===== src/verilog/bppl_pkg.sv =====
package bppl_pkg;

    // ************************************************************
    // detection index
    // ************************************************************
    localparam int DET_N   = 5;
    localparam int IDX_OCH = 0;
    localparam int IDX_ODI = 1;
    localparam int IDX_OCU = 2;
    localparam int IDX_SHT = 3;
    localparam int IDX_EXC = 4;

    // ************************************************************
    // synchronised input positions
    // ************************************************************
    localparam int IN_N      = 6;
    localparam int IN_OCH    = 0;
    localparam int IN_ODI    = 1;
    localparam int IN_OCU    = 2;
    localparam int IN_SHT    = 3;
    localparam int IN_EXC    = 4;
    localparam int IN_SHORTN = 5;

    // ************************************************************
    // timing
    // ************************************************************
    localparam int CNT_W   = 25;
    localparam int CLK_MHZ = 20;

    localparam int OCH_DET_US = 1000000;
    localparam int OCH_REL_US = 16000;
    localparam int ODI_DET_US = 125000;
    localparam int ODI_REL_US = 16000;
    localparam int OCU_DET_US = 10000;
    localparam int OCU_REL_US = 16000;
    localparam int EXC_DET_US = 16000;
    localparam int EXC_REL_US = 16000;
    localparam int SHT_DET_US = 150;

    localparam logic [CNT_W-1:0] SHT_DET_CYC = CNT_W'(SHT_DET_US * CLK_MHZ);

    // test mode divides counter delays by two to this power
    localparam int SHORTEN_SHIFT = 6;

    localparam logic [CNT_W-1:0] CNT_ONE  = 25'h0000001;
    localparam logic [CNT_W-1:0] CNT_ZERO = 25'h0000000;

endpackage

===== src/verilog/bppl_core.sv =====
`timescale 1ns/1ps

module bppl_core
    import bppl_pkg::*;
#(
    parameter logic [CNT_W-1:0] OCH_DET_CYC = CNT_W'(OCH_DET_US * CLK_MHZ),
    parameter logic [CNT_W-1:0] OCH_REL_CYC = CNT_W'(OCH_REL_US * CLK_MHZ),
    parameter logic [CNT_W-1:0] ODI_DET_CYC = CNT_W'(ODI_DET_US * CLK_MHZ),
    parameter logic [CNT_W-1:0] ODI_REL_CYC = CNT_W'(ODI_REL_US * CLK_MHZ),
    parameter logic [CNT_W-1:0] OCU_DET_CYC = CNT_W'(OCU_DET_US * CLK_MHZ),
    parameter logic [CNT_W-1:0] OCU_REL_CYC = CNT_W'(OCU_REL_US * CLK_MHZ),
    parameter logic [CNT_W-1:0] EXC_DET_CYC = CNT_W'(EXC_DET_US * CLK_MHZ),
    parameter logic [CNT_W-1:0] EXC_REL_CYC = CNT_W'(EXC_REL_US * CLK_MHZ)
)
(
    input  wire logic ref_clk,
    input  wire logic reset,
    input  wire logic over_charge_in,
    input  wire logic over_discharge_in,
    input  wire logic over_current_in,
    input  wire logic short_in,
    input  wire logic excess_charger_in,
    input  wire logic test_shorten,
    output logic      charge_gate,
    output logic      discharge_gate,
    output logic      pull_up_en,
    output logic      pull_down_en,
    output logic      standby
);

    // ************************************************************
    // input synchronisers
    // ************************************************************
    logic [IN_N-1:0] sync_meta;
    logic [IN_N-1:0] sync_in;
    logic [IN_N-1:0] raw_in;

    always_comb begin
        raw_in            = '0;
        raw_in[IN_OCH]    = over_charge_in;
        raw_in[IN_ODI]    = over_discharge_in;
        raw_in[IN_OCU]    = over_current_in;
        raw_in[IN_SHT]    = short_in;
        raw_in[IN_EXC]    = excess_charger_in;
        // an open pin is expected to read low, so normal delays apply
        raw_in[IN_SHORTN] = test_shorten;
    end

    always_ff @(posedge ref_clk) begin
        if (reset) begin
            sync_meta <= '0;
            sync_in   <= '0;
        end else begin
            sync_meta <= raw_in;
            sync_in   <= sync_meta;
        end
    end

    logic och_c;
    logic odi_c;
    logic ocu_c;
    logic sht_c;
    logic exc_c;
    logic shorten;

    assign och_c   = sync_in[IN_OCH];
    assign odi_c   = sync_in[IN_ODI];
    assign ocu_c   = sync_in[IN_OCU];
    assign sht_c   = sync_in[IN_SHT];
    assign exc_c   = sync_in[IN_EXC];
    assign shorten = sync_in[IN_SHORTN];

    // ************************************************************
    // delay selection
    // ************************************************************
    logic [DET_N-1:0] est;
    logic [DET_N-1:0] next_est;
    logic [DET_N-1:0] run;
    logic [DET_N-1:0] expired;
    logic [CNT_W-1:0] limit [DET_N];
    logic             och_pending;

    function automatic logic [CNT_W-1:0] scale(input logic [CNT_W-1:0] full,
                                               input logic             cut);
        logic [CNT_W-1:0] short_val;
        short_val = full >> SHORTEN_SHIFT;
        if (!cut) begin
            return full;
        end
        // never let a cut delay collapse to nothing
        return (short_val == CNT_ZERO) ? CNT_ONE : short_val;
    endfunction

    always_comb begin
        // counter delays follow the test pin, cut or full
        limit[IDX_OCH] = scale(est[IDX_OCH] ? OCH_REL_CYC : OCH_DET_CYC, shorten);
        limit[IDX_ODI] = scale(est[IDX_ODI] ? ODI_REL_CYC : ODI_DET_CYC, shorten);
        limit[IDX_OCU] = scale(est[IDX_OCU] ? OCU_REL_CYC : OCU_DET_CYC, shorten);
        limit[IDX_EXC] = scale(est[IDX_EXC] ? EXC_REL_CYC : EXC_DET_CYC, shorten);
        // short detect is fixed; its release shares the over-current timing
        limit[IDX_SHT] = est[IDX_SHT] ? scale(OCU_REL_CYC, shorten) : SHT_DET_CYC;
    end

    // ************************************************************
    // run conditions and arbitration
    // ************************************************************
    always_comb begin
        och_pending = och_c && !est[IDX_OCH];
        run = '0;
        // over-charge always times, beside over-current too
        run[IDX_OCH] = est[IDX_OCH] ? !och_c : och_c;
        if (est[IDX_ODI]) begin
            run[IDX_ODI] = !odi_c;
        end else begin
            // held off while over-charge is pending, resumes afterwards
            run[IDX_ODI] = odi_c && !och_pending;
        end
        if (est[IDX_OCU]) begin
            run[IDX_OCU] = !ocu_c;
        end else begin
            // aborted once over-charge or over-discharge is established
            run[IDX_OCU] = ocu_c && !est[IDX_OCH] && !est[IDX_ODI];
        end
        // no other state gates the short path
        run[IDX_SHT] = est[IDX_SHT] ? (!sht_c && !ocu_c) : sht_c;
        if (est[IDX_EXC]) begin
            run[IDX_EXC] = !exc_c;
        end else begin
            run[IDX_EXC] = exc_c && !est[IDX_ODI] && !est[IDX_OCU] && !est[IDX_SHT]
                           && discharge_gate;
        end
    end

    genvar gi;
    generate
        for (gi = 0; gi < DET_N; gi++) begin : g_timer
            bppl_delay u_delay (
                .ref_clk (ref_clk),
                .reset   (reset),
                .run     (run[gi]),
                .limit   (limit[gi]),
                .expired (expired[gi])
            );
        end
    endgenerate

    // ************************************************************
    // detection states and outputs
    // ************************************************************
    logic next_charge_gate;
    logic next_discharge_gate;
    logic next_pull_up_en;
    logic next_pull_down_en;
    logic next_standby;

    always_comb begin
        // each expiry enters or leaves the state it timed
        next_est            = est ^ expired;
        next_charge_gate    = !(next_est[IDX_OCH] || next_est[IDX_EXC]);
        next_discharge_gate = !(next_est[IDX_ODI] || next_est[IDX_OCU]
                                || next_est[IDX_SHT]);
        // over-discharge always pulls up, replacing any pull-down
        next_pull_up_en     = next_est[IDX_ODI];
        // pull-down only when the current fault came first; an over-charge latched
        // before it leaves the node released, one latched after it keeps the pull
        next_pull_down_en   = (next_est[IDX_OCU] || next_est[IDX_SHT])
                              && !next_est[IDX_ODI]
                              && (!next_est[IDX_OCH] || pull_down_en);
        // over-charge present keeps the part awake
        next_standby        = next_est[IDX_ODI] && !next_est[IDX_OCH];
    end

    always_ff @(posedge ref_clk) begin
        if (reset) begin
            // come up with both transistors on and nothing latched
            est            <= '0;
            charge_gate    <= 1'b1;
            discharge_gate <= 1'b1;
            pull_up_en     <= 1'b0;
            pull_down_en   <= 1'b0;
            standby        <= 1'b0;
        end else begin
            est            <= next_est;
            charge_gate    <= next_charge_gate;
            discharge_gate <= next_discharge_gate;
            pull_up_en     <= next_pull_up_en;
            pull_down_en   <= next_pull_down_en;
            standby        <= next_standby;
        end
    end
endmodule


===== src/verilog/bppl_delay.sv =====
`timescale 1ns/1ps

module bppl_delay
    import bppl_pkg::*;
(
    input  wire logic             ref_clk,
    input  wire logic             reset,
    input  wire logic             run,
    input  wire logic [CNT_W-1:0] limit,
    output logic                  expired
);

    logic [CNT_W-1:0] cnt;
    logic [CNT_W-1:0] next_cnt;

    // ************************************************************
    // counter
    // ************************************************************
    always_comb begin
        expired  = run && (cnt >= limit - CNT_ONE);
        next_cnt = cnt + CNT_ONE;
        if (!run || expired) begin
            // a vanished condition restarts the delay from zero
            next_cnt = CNT_ZERO;
        end
    end

    always_ff @(posedge ref_clk) begin
        if (reset) begin
            cnt <= CNT_ZERO;
        end else begin
            cnt <= next_cnt;
        end
    end

endmodule


===== config.mk =====
export PLATFORM = sky130hd
export DESIGN_NAME = bppl_core
export DESIGN_NICKNAME = d
export VERILOG_FILES = /design/src/verilog/bppl_pkg.sv /design/src/verilog/bppl_core.sv /design/src/verilog/bppl_delay.sv
export SDC_FILE = /design/constraint.sdc
export NUM_CORES = 1
export LEC_CHECK = 0
export BUFFER_PORTS_ARGS = -buffer_cell sky130_fd_sc_hd__buf_2
export CAP_MARGIN = 25
export CORE_MARGIN = 3
export CORE_UTILIZATION = 60
export DETAILED_ROUTE_END_ITERATION = 8
export PLACE_DENSITY = 0.75
export SYNTH_ARGS = -nofsm -noshare
export SYNTH_HDL_FRONTEND = slang
export SYNTH_SLANG_ARGS = --single-unit

===== constraint.sdc =====
create_clock -name ref_clk -period 6.1 [get_ports ref_clk]
set_clock_uncertainty 0.2 [all_clocks]
set_input_delay 1.22 -clock ref_clk [delete_from_list [all_inputs] [get_ports ref_clk]]
set_output_delay 1.22 -clock ref_clk [all_outputs]
set_load 0.1 [all_outputs]

==> summary.md <==
• **type of the worst min-delay path** flip-flop to flip-flop
• **period utilisation layout** 0.573
• **effective utilization at floorplan** 0.621
• **buffers and inverters on the worst path** 2
• **per-instance average area after synthesis** 8.83 µm²
• **maximum resistive drop on vdd** 195 µV
• **start point of the critical path** sync_in[5]
• **CTS Hold Buffers Added** 0
• **Non-Filler Instances** 1129
• **number of inserted diodes** 0
• **Cells on Worst Hold Path** 1
• **data arrival time of the worst path** 3.64 ns
• **capture instance of the worst register-to-register path** g_timer[0].u_delay.cnt[13]
• **clock latency reported for the late side of the worst-skew pair** 0.42 ns
• **most used standard cell by instance count after synthesis** nor2_1
• **I/O Buffers** 12
• **highest cell delay on the worst timing path** 0.56 ns
• **total count of hold-check failures in the final report** 0
• **Power Dens Cells** 238 nW/µm²
• **launch instance of the worst register-to-register path** sync_in[5]
• **number of synthesized flops with an enable pin** 0
• **count of cells along the worst register-to-register path** 11
• **count of standard-cell rows** 41
• **Yosys warning total** 0
• **Worst Hold Path EP** sync_in[2]
• **Detail Route Antenna Nets** 0
• **antenna violations before repair** 0
• **DP Cell Count** 1097
• **Netlist cell types** 55
• **initial detailed-routing violation count** 272
• **I/O pin cnt** 13
• **fraction of the yosys area taken by sequential cells** 0.367
• **Crit path required time** 6.25 ns
• **Worst R2R Setup Slack** 2.60 ns
• **Clock Path Buffers** 2
• **overall track demand over capacity in global routing** 0.223
• **Worst Setup Slack, final** 2.60 ns
• **DR WL/cell** 13.3 µm
• **most used standard cells in the synthesized netlist** nor2_1 (151), dfxtp_1 (146), ha_1 (113), xor2_1 (68), nand2_1 (67)
• **CP Launch Type** flip-flop
• **most frequently used flop master after synthesis** dfxtp_1
• **cells traversed along the worst timing path** inv_1 > ha_1 > inv_1 > ha_1 > a21o_1 > a21o_1 > a221oi_1 > a21oi_1 > o41ai_2 > nand2_1 > nor2_1
• **worst-path cell with the longest stage delay** nand2_1
• **final core utilization** 0.689
• **Static Leakage** 0.00370 µW
• **Max Transition Viols Final** 0
• **run status** finished clean
• **TritonCTS clock tree** done
• **Die ar.** 14700 µm²
• **dpl hpwl** 10800 µm
• **cell area after synthesis** 7970 µm²
• **max-cap viol count** 0
• **Residual DRC** 0
• **number of buffers added for setup after CTS** 0
• **ys async rst share** 0
• **pin count of the biggest net entering global routing** 27
• **endpoints failing setup** 0
• **height of the chip** 121 µm
• **sinks on the clock net** 146
• **final std cell area, no fill** 8840 µm²
• **cell taking the most area after synthesis** dfxtp_1
• **category of the worst setup path capture point** flip-flop
• **gpl congestion** 0.788
• **launch point of the worst hold path** sync_meta[2]
• **DP Area** 8250 µm²
• **fraction of final layout cells with drive strength greater than 1** 0.0533
• **post_cts resized** 0
• **cell family with most CP delay** compound AO/OA/AOI/OAI gates
• **width of the die** 121 µm
• **worst setup timing slack at the placement stage** 2.56 ns
• **post-detailed-routing wire length** 15000 µm
• **top cells by area, synth** dfxtp_1 (37%), ha_1 (18%), xor2_1 (7.5%), nor2_1 (7.1%), xnor2_1 (4.1%)
• **area overhead of the layout relative to synthesis** 10.9%
• **Via-to-Cell Ratio** 5.37
• **critical path class** flip-flop to flip-flop
• **Cells after Synth** 902
• **clk root buf** clkbuf_16
• **min Tclk post-route** 3.50 ns
• **global-route wire length before repair** 26500 µm
• **Worst slew margin** 0.421
• **highest attainable clock frequency** 286 MHz
• **clock input transition at the sequential cells of the worst setup and hold paths** 0.06 ns
• **Core Box Area** 12800 µm²
• **overall via count from detail_route** 6059
• **Synth top area share** 0.367
• **Post-Route Setup TNS** 0 ns
• **Stages on worst setup path** 11
• **Slew @ Worst Pin** 0.869 ns
• **DRT Pass-1 Iters** 5
• **number of global-route vias before repair** 5793
• **setup repair after global routing missed its margin** false
• **largest fanout of any net on the critical path** 24
• **cts bufs inserted** 17
• **total of flip-flops plus latches after synthesis** 146
• **H-tree depth** 4
• **residual overflow from global routing** 0
• **total number of nets in the final design** 1065
[layer usage]
layer / track usage / part of all wire / up-vias
met1: 0.301 / 0.50 / 2768
met5: 0 / 0 / -
met3: 0.0448 / 0.035 / 20
li1: - / - / 3180
met4: 0.0749 / 0.017 / 0
met2: 0.357 / 0.45 / 91
[how the worst max path moves through the flow]
stage	endpoint	slack, ns
global route	g_timer[0].u_delay.cnt[0]	2.23
detailed placement	g_timer[0].u_delay.cnt[13]	2.56
CTS	g_timer[0].u_delay.cnt[13]	2.54
global placement	g_timer[0].u_delay.cnt[23]	2.73
floorplan	g_timer[1].u_delay.cnt[15]	2.51
finish	g_timer[0].u_delay.cnt[13]	2.60
[kinds of logic after synthesis]
group / synth area share
other: 0.000943
adders and majority gates: 0.177
DFF: 0.367
muxes: 0.00267
AOI/OAI and AO/OA: 0.0785
xor gates and xnor gates: 0.115
buffers and inverters: 0.0323
and+or+nand+nor: 0.226
[state kept, by name, summed over array words and instances, names as in the netlist]
register	cells
discharge_gate	1
g_timer.u_delay.cnt	125
pull_down_en	1
charge_gate	1
standby	1
est	5
sync_in	6
sync_meta	6
[per-stage QoR]
stage	hold WS [ns]	total power, µW
floorplan	0.214	1070
global placement	0.217	1090
detailed placement	0.225	1090
CTS	0.238	2120
global route	0.254	2170
finish	0.238	2100
[cell type report]
class,instances,area (µm²)
Fill cell,1052,3990
Inverter,40,150
Tap cell,172,215
Timing Repair Buffer,14,75.1
Clock buffer,20,457
Sequential cell,146,2920
Multi-Input combinational cell,725,4890
Clock inverter,12,130
[placed cells by master (no fill, tap or decap), types with 27 or more instances in the layout]
master and n:
nor2_1 151, dfxtp_1 146, ha_1 113, xor2_1 68, nand2_1 67, nand3_1 52
inv_1 40, xnor2_1 37, conb_1 29, nand4_1 28, and3_1 27
[report_power, final]
part	internal (µW)	leakage (µW)	switching, µW	total, µW
sequential	968	0.00118	5.24	973
clock	624	0.000287	410	1030
combinational	27.2	0.00223	65.8	93.0
total	1620	0.00370	481	2100
No activity file was read; power rests on OpenSTA's default activity.
